File: config.mk
export PLATFORM = sky130hd
export DESIGN_NAME = sts_top
export DESIGN_NICKNAME = d
export VERILOG_FILES = /design/src/common/sts_pkg.sv /design/src/design/sts_top.sv
export SDC_FILE = /design/constraint.sdc
export NUM_CORES = 2
export LEC_CHECK = 0
export ABC_CLOCK_PERIOD_IN_PS = 14200
export BUFFER_PORTS_ARGS = -buffer_cell sky130_fd_sc_hd__buf_4
export CORE_MARGIN = 2
export CORE_UTILIZATION = 65
export CTS_CLUSTER_DIAMETER = 40
export CTS_CLUSTER_SIZE = 20
export DETAILED_ROUTE_END_ITERATION = 8
export HOLD_SLACK_MARGIN = 0.1
export PLACE_DENSITY = 0.84
export SLEW_MARGIN = 5
export SYNTH_ARGS = -nofsm -noshare
export SYNTH_HDL_FRONTEND = slang
export SYNTH_SLANG_ARGS = --single-unit
export TNS_END_PERCENT = 10
File: constraint.sdc
create_clock -name mclk_i -period 14.2 [get_ports mclk_i]
set_clock_uncertainty 0.05 [all_clocks]
set_input_delay 3.55 -clock mclk_i [delete_from_list [all_inputs] [get_ports mclk_i]]
set_output_delay 3.55 -clock mclk_i [all_outputs]
set_load 0.03 [all_outputs]
File: src/common/sts_pkg.sv
`default_nettype none
package sts_pkg;

  // Clock and converter sampling rate
  localparam int CLK_HZ           = 100_000_000;
  localparam int SAMPLE_HZ        = 500_000;
  localparam int SAMPLE_DIV       = CLK_HZ / SAMPLE_HZ;
  localparam int SAMPLE_PERIOD_NS = 1_000_000_000 / SAMPLE_HZ;

  // Selectable conversion times, in ns, indexed by the 3-bit time code
  localparam int CT0_NS = 140_000;
  localparam int CT1_NS = 204_000;
  localparam int CT2_NS = 332_000;
  localparam int CT3_NS = 588_000;
  localparam int CT4_NS = 1_100_000;
  localparam int CT5_NS = 2_116_000;
  localparam int CT6_NS = 4_156_000;
  localparam int CT7_NS = 8_244_000;
  localparam int CT_TICKS_W = 13;
  localparam int CT7_TICKS  = (CT7_NS + SAMPLE_PERIOD_NS - 1) / SAMPLE_PERIOD_NS;

  // Fixed steps: bus 1.25 mV, shunt 2.5 uV per code
  localparam int BUS_STEP_UV   = 1250;
  localparam int SHUNT_STEP_NV = 2500;
  // 0.00512 divided by the 2.5 uV shunt step gives 2048
  localparam int CAL_SHIFT     = 11;
  localparam int POWER_RATIO   = 25;
  localparam int POWER_DIV     = POWER_RATIO * 1_000_000 / BUS_STEP_UV;
  localparam int RECIP_SHIFT   = 30;
  localparam int POWER_RECIP   = ((2 ** RECIP_SHIFT) + POWER_DIV / 2) / POWER_DIV;

  // Converter setup word layout and default
  localparam int          CFG_MODE_LSB  = 0;
  localparam int          CFG_SHUNT_LSB = 3;
  localparam int          CFG_BUS_LSB   = 6;
  localparam int          CFG_AVG_LSB   = 9;
  localparam logic [15:0] CFG_RESET     = 16'h4127;
  localparam logic [15:0] CAL_RESET     = 16'h0001;
  localparam int          CAL_BITS      = 15;

  // Threshold comparisons use the top bits only
  localparam int WARN_LSB = 4;
  localparam int ACC_W    = 28;

  typedef enum logic [2:0] {
    STS_IDLE, STS_SHUNT, STS_CURR, STS_BUS, STS_POWER, STS_ACC, STS_LOAD
  } sts_state_t;

  function automatic logic [CT_TICKS_W-1:0] ct_ticks(input logic [2:0] code,
                                                     input int t7);
    int ns;
    case (code)
      3'h0:    ns = CT0_NS;
      3'h1:    ns = CT1_NS;
      3'h2:    ns = CT2_NS;
      3'h3:    ns = CT3_NS;
      3'h4:    ns = CT4_NS;
      3'h5:    ns = CT5_NS;
      3'h6:    ns = CT6_NS;
      default: ns = 0;
    endcase
    if (code == 3'h7) return CT_TICKS_W'(t7);
    return CT_TICKS_W'((ns + SAMPLE_PERIOD_NS - 1) / SAMPLE_PERIOD_NS);
  endfunction

  // Averaging counts 1,4,16,64,128,256,512,1024 as shifts
  function automatic logic [3:0] avg_shift(input logic [2:0] code);
    case (code)
      3'h0:    return 4'h0;
      3'h1:    return 4'h2;
      3'h2:    return 4'h4;
      3'h3:    return 4'h6;
      3'h4:    return 4'h7;
      3'h5:    return 4'h8;
      3'h6:    return 4'h9;
      default: return 4'ha;
    endcase
  endfunction

  function automatic logic signed [15:0] sat16(input logic signed [63:0] v);
    if (v > 64'sh7fff) return 16'sh7fff;
    if (v < -64'sh8000) return -16'sh8000;
    return v[15:0];
  endfunction

endpackage
`default_nettype wire

File: src/design/sts_top.sv
// How it works
// - No current or power before calibration loaded
// - Current uses fixed 0.00512 internal scaling constant
// - Power step is 25 current steps
// - Bus 1.25 mV, shunt 2.5 uV steps
// - Values are 16-bit two's complement words
// - Warnings compare upper 12 threshold bits only
// - Results carry sixteen significant converter bits
// - Settings volatile, defaults restored at reset
// - Continuous shunt and bus conversion after reset
// - New calibration applies to following measurements
// - Shunt time, bus time, averaging independent
// - Times include 4.156 ms and 588 us
// - Front end samples at 500 kHz
// - Ready flag only after all work done
// - Accumulate samples, load outputs after averaging
`timescale 1ns/10ps
`default_nettype none
module sts_top #(
  parameter int CT7_TICKS = sts_pkg::CT7_TICKS
) (
  input  wire logic        mclk_i,           // 100 MHz clock
  input  wire logic        rst_i,            // Async reset, active high
  input  wire logic [15:0] shunt_code_i,     // Converter shunt result
  input  wire logic [15:0] rail_code_i,      // Converter rail_sense_input result
  input  wire logic        setup_wr_i,       // Write converter_setup
  input  wire logic [15:0] setup_data_i,     // converter_setup value
  input  wire logic        cal_wr_i,         // Write gain_scaling_word
  input  wire logic [15:0] cal_data_i,       // gain_scaling_word value
  input  wire logic        ready_clr_i,      // Status read clears ready
  input  wire logic [15:0] oc_limit_i,       // Overcurrent threshold
  input  wire logic [15:0] ov_limit_i,       // Rail overvoltage threshold
  input  wire logic [15:0] uv_limit_i,       // Rail undervoltage threshold
  input  wire logic [15:0] op_limit_i,       // Overpower threshold
  output logic      [15:0] setup_o,          // converter_setup readback
  output logic      [15:0] cal_o,            // gain_scaling_word readback
  output logic      [15:0] sense_drop_reading_o, // Averaged shunt
  output logic      [15:0] rail_o,           // Averaged rail
  output logic      [15:0] current_o,        // Averaged current
  output logic      [15:0] power_o,          // Averaged power
  output logic      [31:0] energy_o,         // Running power sum
  output logic             ready_o,          // Conversion ready flag
  output logic             cal_loaded_o,     // Calibration written
  output logic             busy_o,           // Sequence active
  output logic             oc_warn_o,        // Overcurrent warning
  output logic             ov_warn_o,        // Overvoltage warning
  output logic             uv_warn_o,        // Undervoltage warning
  output logic             op_warn_o         // Overpower warning
);

  localparam int DIV_W = $clog2(sts_pkg::SAMPLE_DIV);
  localparam logic [DIV_W-1:0] DIV_LAST = DIV_W'(sts_pkg::SAMPLE_DIV - 1);

  sts_pkg::sts_state_t state_q;
  logic [DIV_W-1:0]              div_q;
  logic                          tick_q;
  logic [sts_pkg::CT_TICKS_W-1:0] conv_cnt_q;
  logic [10:0]                   avg_cnt_q;
  logic                          trig_q;
  logic signed [15:0]            shunt_q, rail_q, cur_q, pwr_q;
  logic signed [sts_pkg::ACC_W-1:0] acc_sh_q, acc_rl_q, acc_cu_q, acc_pw_q;

  logic [2:0] mode, sh_ct, bus_ct, avg_code;
  logic [3:0] shift;
  logic       pd_write, run_cont, do_shunt, do_bus, restart, conv_done;
  logic [sts_pkg::CT_TICKS_W-1:0] ct_lim;
  logic signed [63:0] cur_prod, pwr_prod;
  logic [10:0] avg_last;

  assign mode     = setup_o[sts_pkg::CFG_MODE_LSB +: 3];
  assign sh_ct    = setup_o[sts_pkg::CFG_SHUNT_LSB +: 3];
  assign bus_ct   = setup_o[sts_pkg::CFG_BUS_LSB +: 3];
  assign avg_code = setup_o[sts_pkg::CFG_AVG_LSB +: 3];
  assign shift    = sts_pkg::avg_shift(avg_code);
  assign avg_last = 11'((32'h1 << shift) - 32'h1);
  assign do_shunt = mode[0];
  assign do_bus   = mode[1];
  assign run_cont = mode[2] && (mode[1:0] != 2'h0);
  assign pd_write = setup_wr_i && (setup_data_i[sts_pkg::CFG_MODE_LSB +: 2] == 2'h0);
  assign restart  = setup_wr_i;
  // Each channel counts its own time code
  assign ct_lim   = (state_q == sts_pkg::STS_SHUNT) ? sts_pkg::ct_ticks(sh_ct, CT7_TICKS)
                                                    : sts_pkg::ct_ticks(bus_ct, CT7_TICKS);
  assign conv_done = tick_q && (conv_cnt_q >= ct_lim - 1'b1);

  // Shunt code times gain word, normalised by 2048
  assign cur_prod = (64'(shunt_q) * $signed({49'h0, cal_o[sts_pkg::CAL_BITS-1:0]}))
                    >>> sts_pkg::CAL_SHIFT;
  // Current times rail over 20000 gives 25x current step
  assign pwr_prod = (64'(cur_q) * $signed({48'h0, rail_q}) * 64'(sts_pkg::POWER_RECIP))
                    >>> sts_pkg::RECIP_SHIFT;

  // 500 kHz sample enable
  always_ff @(posedge mclk_i or posedge rst_i) begin
    if (rst_i) begin
      div_q  <= '0;
      tick_q <= 1'b0;
    end else begin
      tick_q <= (div_q == DIV_LAST);
      div_q  <= (div_q == DIV_LAST) ? '0 : div_q + 1'b1;
    end
  end

  // Volatile setup and gain word, defaults at every reset
  always_ff @(posedge mclk_i or posedge rst_i) begin
    if (rst_i) begin
      setup_o      <= sts_pkg::CFG_RESET;
      cal_o        <= sts_pkg::CAL_RESET;
      cal_loaded_o <= 1'b0;
    end else begin
      if (setup_wr_i) begin
        setup_o <= setup_data_i;
      end
      if (cal_wr_i) begin
        cal_o        <= cal_data_i;
        cal_loaded_o <= 1'b1;
      end
    end
  end

  // One-shot request from a triggered-mode write
  always_ff @(posedge mclk_i or posedge rst_i) begin
    if (rst_i) begin
      trig_q <= 1'b0;
    end else if (setup_wr_i) begin
      trig_q <= !setup_data_i[sts_pkg::CFG_MODE_LSB + 2] &&
                (setup_data_i[sts_pkg::CFG_MODE_LSB +: 2] != 2'h0);
    end else if (state_q == sts_pkg::STS_IDLE) begin
      trig_q <= 1'b0;
    end
  end

  // Measurement sequence
  always_ff @(posedge mclk_i or posedge rst_i) begin
    if (rst_i) begin
      state_q    <= sts_pkg::STS_IDLE;
      conv_cnt_q <= '0;
      avg_cnt_q  <= '0;
      shunt_q    <= '0;
      rail_q     <= '0;
      cur_q      <= '0;
      pwr_q      <= '0;
      acc_sh_q   <= '0;
      acc_rl_q   <= '0;
      acc_cu_q   <= '0;
      acc_pw_q   <= '0;
    end else if (restart) begin
      // A new setup drops the partial average
      state_q   <= sts_pkg::STS_IDLE;
      avg_cnt_q <= '0;
      acc_sh_q  <= '0;
      acc_rl_q  <= '0;
      acc_cu_q  <= '0;
      acc_pw_q  <= '0;
    end else begin
      case (state_q)
        sts_pkg::STS_IDLE: begin
          conv_cnt_q <= '0;
          if (run_cont || trig_q) begin
            state_q <= do_shunt ? sts_pkg::STS_SHUNT : sts_pkg::STS_BUS;
          end
        end
        sts_pkg::STS_SHUNT: begin
          if (tick_q) begin
            conv_cnt_q <= conv_cnt_q + 1'b1;
          end
          if (conv_done) begin
            conv_cnt_q <= '0;
            shunt_q    <= shunt_code_i;
            state_q    <= sts_pkg::STS_CURR;
          end
        end
        sts_pkg::STS_CURR: begin
          // Live gain word, so a new one scales the next sample
          cur_q   <= cal_loaded_o ? sts_pkg::sat16(cur_prod) : 16'sh0000;
          state_q <= do_bus ? sts_pkg::STS_BUS : sts_pkg::STS_POWER;
        end
        sts_pkg::STS_BUS: begin
          if (tick_q) begin
            conv_cnt_q <= conv_cnt_q + 1'b1;
          end
          if (conv_done) begin
            conv_cnt_q <= '0;
            rail_q     <= rail_code_i;
            state_q    <= sts_pkg::STS_POWER;
          end
        end
        sts_pkg::STS_POWER: begin
          pwr_q   <= cal_loaded_o ? sts_pkg::sat16(pwr_prod) : 16'sh0000;
          state_q <= sts_pkg::STS_ACC;
        end
        sts_pkg::STS_ACC: begin
          acc_sh_q  <= acc_sh_q + sts_pkg::ACC_W'(shunt_q);
          acc_rl_q  <= acc_rl_q + sts_pkg::ACC_W'(rail_q);
          acc_cu_q  <= acc_cu_q + sts_pkg::ACC_W'(cur_q);
          acc_pw_q  <= acc_pw_q + sts_pkg::ACC_W'(pwr_q);
          avg_cnt_q <= avg_cnt_q + 1'b1;
          if (avg_cnt_q == avg_last) begin
            state_q <= sts_pkg::STS_LOAD;
          end else begin
            state_q <= do_shunt ? sts_pkg::STS_SHUNT : sts_pkg::STS_BUS;
          end
        end
        sts_pkg::STS_LOAD: begin
          avg_cnt_q <= '0;
          acc_sh_q  <= '0;
          acc_rl_q  <= '0;
          acc_cu_q  <= '0;
          acc_pw_q  <= '0;
          state_q   <= sts_pkg::STS_IDLE;
        end
        default: state_q <= sts_pkg::STS_IDLE;
      endcase
    end
  end

  // Outputs change only once the whole average is
  always_ff @(posedge mclk_i or posedge rst_i) begin
    if (rst_i) begin
      sense_drop_reading_o <= '0;
      rail_o               <= '0;
      current_o            <= '0;
      power_o              <= '0;
      energy_o             <= '0;
    end else if (state_q == sts_pkg::STS_LOAD && !restart) begin
      sense_drop_reading_o <= 16'(acc_sh_q >>> shift);
      rail_o               <= 16'(acc_rl_q >>> shift);
      current_o            <= 16'(acc_cu_q >>> shift);
      power_o              <= 16'(acc_pw_q >>> shift);
      energy_o             <= energy_o + 32'(16'(acc_pw_q >>> shift));
    end
  end

  // Ready: set after load, set beats a status-read clear; a setup write blocks the set
  always_ff @(posedge mclk_i or posedge rst_i) begin
    if (rst_i) begin
      ready_o <= 1'b0;
    end else if (state_q == sts_pkg::STS_LOAD && !restart) begin
      ready_o <= 1'b1;
    end else if (ready_clr_i || (setup_wr_i && !pd_write)) begin
      ready_o <= 1'b0;
    end
  end

  always_ff @(posedge mclk_i or posedge rst_i) begin
    if (rst_i) begin
      busy_o <= 1'b0;
    end else begin
      busy_o <= (state_q != sts_pkg::STS_IDLE);
    end
  end

  // Only bits 15:4 of result and limit are compared
  always_ff @(posedge mclk_i or posedge rst_i) begin
    if (rst_i) begin
      oc_warn_o <= 1'b0;
      ov_warn_o <= 1'b0;
      uv_warn_o <= 1'b0;
      op_warn_o <= 1'b0;
    end else begin
      oc_warn_o <= $signed(current_o[15:sts_pkg::WARN_LSB]) >
                   $signed(oc_limit_i[15:sts_pkg::WARN_LSB]);
      ov_warn_o <= $signed(rail_o[15:sts_pkg::WARN_LSB]) >
                   $signed(ov_limit_i[15:sts_pkg::WARN_LSB]);
      uv_warn_o <= $signed(rail_o[15:sts_pkg::WARN_LSB]) <
                   $signed(uv_limit_i[15:sts_pkg::WARN_LSB]);
      op_warn_o <= $signed(power_o[15:sts_pkg::WARN_LSB]) >
                   $signed(op_limit_i[15:sts_pkg::WARN_LSB]);
    end
  end

endmodule // sts_top
`default_nettype wire

==> results.txt <==
- Clock Power Share: 40.0%
- Total wire length: 136 mm
- Row cnt: 104
- Number of maximum-capacitance violations: 0
* Global Route Usage Sum: 33.3%
- Warnings from Yosys: 0
* Clock Sink Count: 344
- Dividing the detail-routed wire length by the instance count gives 19.2 microns.
- Logic pwr share: 28.0%
* Footprint of the flip-flops and latches: 0.00864 sq mm
* Post-layout instance area: 0.0576 sq mm
* Cell depth of the worst hold path: 1
- Share of total power consumed by net switching: 35.8%
- After detailed routing, the number of remaining DRC violations is 0.
* Maximum buffer depth of the clock tree: 3
- Biggest area contributors in the synthesized netlist: sky130_fd_sc_hd__fa_1 26%, sky130_fd_sc_hd__dfrtp_1 16%, sky130_fd_sc_hd__ha_1 14%, sky130_fd_sc_hd__inv_1 7.0%, sky130_fd_sc_hd__nand2_1 4.8%
- Most numerous cell in the Yosys netlist: sky130_fd_sc_hd__inv_1
- For the pin with the worst max-slew slack, the measured transition is 1.07 ns.
- The internal power of the cells totals 2.44 mW.
- From bottom edge to top edge, the die measures 288 microns.
- The tree is rooted in a sky130_fd_sc_hd__clkbuf_16.
* Gate count of the mapped netlist: between 5,000 and 6,000
- Worst min path class: flop to flop
* Kind of capture point of the worst setup path: flop
- The die covers 0.0830 sq mm.
* Sort of element at the start of the critical path: flop
* Final clock period utilization by the worst path: a little over nine tenths
* Register-to-register setup slack: between 0.7 and 0.8 ns
* Buffer count from post-CTS setup fixing: 0
- Largest net degree at the start of global routing: between 100 and 150
- # hold bufs at CTS: 0
* First-pass iteration count of the detailed router: 6
* Unrepaired setup endpoints after global routing: false
- After synthesis, the share of flip-flops with an asynchronous set or reset is 100%.
- By count the netlist is led by 981 x sky130_fd_sc_hd__inv_1, 693 x sky130_fd_sc_hd__fa_1, 664 x sky130_fd_sc_hd__nand2_1.
* Final-report hold violation count: 0
- Detailed routing placed a total of 65.7 mm of wire on met2.
- Antenna violations before repair: 2
- Worst-Skew Late Latency: 0.67 ns
* Peak supply drop: 0.0000984 V
* Wire length on met1: 53.0 mm
- The cell area that synthesis handed to floorplanning was 0.0525 sq mm.
- Total count of max-transition violations in the final report: 0
- Data on the critical path is required at its endpoint by around 15 ns.
* Cell type with the highest occurrence count on the critical path: sky130_fd_sc_hd__fa_1
- Die extent in x: 288 microns
- Fill count: 5,627
- Number of ports placed on the die boundary: 268
- The number of clock buffers added by TritonCTS is 60.
- Routed signal wires occupy layers up through met5.
- Data on the critical path arrives at its endpoint at around 14 ns.
* Total global routing overflow: 0
* Pwr per Cell Area: around 66 mW/mm^2
- Summed over all nets, the switching power comes to ~1.4 mW.
* Area taken by multi-input logic gates: 0.0393 sq mm
- Counting flops with a built-in enable in the synthesized netlist gives 0.
- Worst Reg2Reg Path Length in Cells: 44
- Count of buffers inserted at the top-level ports: around 250
* Yosys top cell area share: 26.4%
* Number of nets still failing antenna checks after routing: 0
* Effective utilization at floorplan: 65.4%
* Number of vias after detailed routing: approximately 43,000
- Detailed-routed wire length on met3: about 12 mm
* TritonCTS clock tree: yes
- Setup violations remaining at the end of the flow were counted as 0.
- Drt via density: ~6.1
- Leading area contributor after synthesis: sky130_fd_sc_hd__fa_1
* Static leakage: 30.3 nW
- After legalization and detailed placement, the total HPWL measured 104 mm.
- In the final layout, the share of cells above drive strength 1 is 10.6%.
- The placed instances occupy a cell area of 0.0554 sq mm.
* Flop pwr share: approximately 32%
- In this run the number of H-tree levels came out at 2.
- Core box area: 0.0802 sq mm
- In this run the most critical hold path is launched from div_q[0].
- Final-stage net count: around 7,400
* Crit Path Category: flop to flop
* Time the final worst path needs with I/O delays and setup: 13.42 ns
- First-pass GRT wire length: 223 mm
- Sequential elements use between 10% and 20% of the synthesized area.
* Status: complete, no violations
* Reg clk slew, reported paths: 0.06 ns
- For this run, the leading register cell type out of synthesis is sky130_fd_sc_hd__dfrtp_1.
- From synthesis to final layout, the design area changed by 9.72%.
* Mean post-synth cell area: 9.01 sq um
- The via count of the first global-routing pass came to ~44,000.
- Timing-limited maximum frequency: between 0.07 and 0.08 GHz
* #FFs+latches synth: 344
* Post-CTS Resized: 0
- For this design, the slowest cell found on the critical path is sky130_fd_sc_hd__dfrtp_1.
* Number of nets produced by synthesis: ~7,200
- Critical register-to-register path endpoint: pwr_q[14]
* Weighted congestion reported at the end of routability-driven placement: 0.945
- Of all nets on the critical path, the largest fanout is 13.
- Critical R2R Launch: cur_q[1]
* Setup TNS after final layout: 0 ns
- Worst-case hold path end point: div_q[0]
- On the worst path, the slowest cell contributes a delay of 0.62 ns.
- In this run the tightest slew margin relative to its limit is about 28%.
- Number of unique standard cell types used by synthesis: 94
* Number of design-rule violations left by the first detailed-router iteration: 3,507
## worst max-delay path by stage
stage	from	to	slack, ns	cells past startpoint
4_1_cts	rail_q[5]	pwr_q[14]	0.52	47
5_1_grt	cur_q[1]	pwr_q[14]	0.12	46
2_1_floorplan	rst_i	acc_cu_q[0]	1.07	1
3_3_place_gp	rail_q[5]	pwr_q[11]	0.72	47
6_report	cur_q[1]	pwr_q[14]	0.78	44
3_5_place_dp	rail_q[5]	pwr_q[14]	0.64	47
## stage by stage
step	std cells	hold slack [ns]	worst slack [ns]	total power, mW	util, %
3_3_place_gp	6971	0.397	0.724	2.24	69.1
6_report	7085	0.418	0.779	3.80	71.8
2_1_floorplan	5819	0.383	1.07	1.90	-
4_1_cts	7084	0.421	0.524	3.80	71.8
3_5_place_dp	6971	0.415	0.644	2.27	69.1
5_1_grt	7084	0.451	0.116	3.96	71.8
## sequential cells by signal, summed over array words and instances, names as in the netlist, 3 cells and up
register / count
acc_cu_q: 27
setup_o: 16
power_o: 16
rail_q: 16
cal_o: 16
sense_drop_reading_o: 16
acc_rl_q: 27
acc_sh_q: 27
avg_cnt_q: 11
shunt_q: 16
conv_cnt_q: 13
state_q: 3
div_q: 8
pwr_q: 16
energy_o: 32
current_o: 16
cur_q: 16
acc_pw_q: 27
rail_o: 16
## power by group through the flow
stage          Sequential (mW)  Combinational [mW]  Clock, mW
6_report                  1.21                1.07       1.52
5_1_grt                   1.23                1.15       1.58
4_1_cts                   1.21                1.06       1.53
3_5_place_dp              1.23                1.05          0
3_3_place_gp              1.22                1.02          0
2_1_floorplan             1.35               0.559          0
## cells in the final DEF (no fill, tap or decap), types with 19 or more instances in the layout
master and count:
sky130_fd_sc_hd__a21o_1 73, sky130_fd_sc_hd__xor2_1 93, sky130_fd_sc_hd__o21a_1 61, sky130_fd_sc_hd__clkbuf_16 61
sky130_fd_sc_hd__and2_1 218, sky130_fd_sc_hd__o22ai_1 23, sky130_fd_sc_hd__a31oi_1 35, sky130_fd_sc_hd__inv_1 979
sky130_fd_sc_hd__a22o_1 22, sky130_fd_sc_hd__o31ai_1 22, sky130_fd_sc_hd__nand3_1 52, sky130_fd_sc_hd__ha_1 590
sky130_fd_sc_hd__o21bai_1 39, sky130_fd_sc_hd__nor2b_1 50, sky130_fd_sc_hd__o211ai_1 37, sky130_fd_sc_hd__mux2i_1 63
sky130_fd_sc_hd__o21ai_0 354, sky130_fd_sc_hd__nand4_1 22, sky130_fd_sc_hd__a211oi_1 22, sky130_fd_sc_hd__nand2_1 664
sky130_fd_sc_hd__a21oi_1 238, sky130_fd_sc_hd__nor2_1 260, sky130_fd_sc_hd__fa_1 693, sky130_fd_sc_hd__and3_1 27
sky130_fd_sc_hd__mux2_2 105, sky130_fd_sc_hd__buf_4 326, sky130_fd_sc_hd__xnor2_1 127, sky130_fd_sc_hd__nor3_1 49
sky130_fd_sc_hd__nand2b_1 55, sky130_fd_sc_hd__or3_1 26, sky130_fd_sc_hd__dfrtp_1 325, sky130_fd_sc_hd__mux4_2 19
## critical path, delay by kind of cell, from the launching register on
kind	cells	cell delay, ns
AOI/OAI and AO/OA	16	3.74
and+or+nand+nor	3	0.80
DFF	1	0.62
buffers and inverters	10	0.97
adders and majority gates	14	6.41
xor gates and xnor gates	1	0.62
## cell families (layout without fill, tap and decap cells)
group           count (synthesis)  after routing  share of synthesized area, %
compound gates               1094           1094                          13.3
xor+xnor                      222            222                          3.72
fa+ha+maj                    1283           1283                          40.5
buf+inv                      1217           1422                          8.76
flops                         344            344                          16.4
mux                           187            187                          4.27
other cells                     2              3                        0.0143
simple gates                 1470           1470                          12.9
## routing by layer
metal	track usage [%]	vias up
met4	13.2	2
met2	55.7	1963
met5	0	-
met1	43.8	21215
met3	5.12	382
li1	-	19332
## area by class of cell
cell class,instances,share of cell area (%)
multi-input combinational,4258,68.3
sequential,344,15.0
inverter,983,6.42
timing repair buffer,326,4.25
clock buffer,75,2.85
tap,1060,2.30
clock inverter,38,0.859
antenna,1,0.00435
Note: power is estimated with default switching activity, not from simulation.
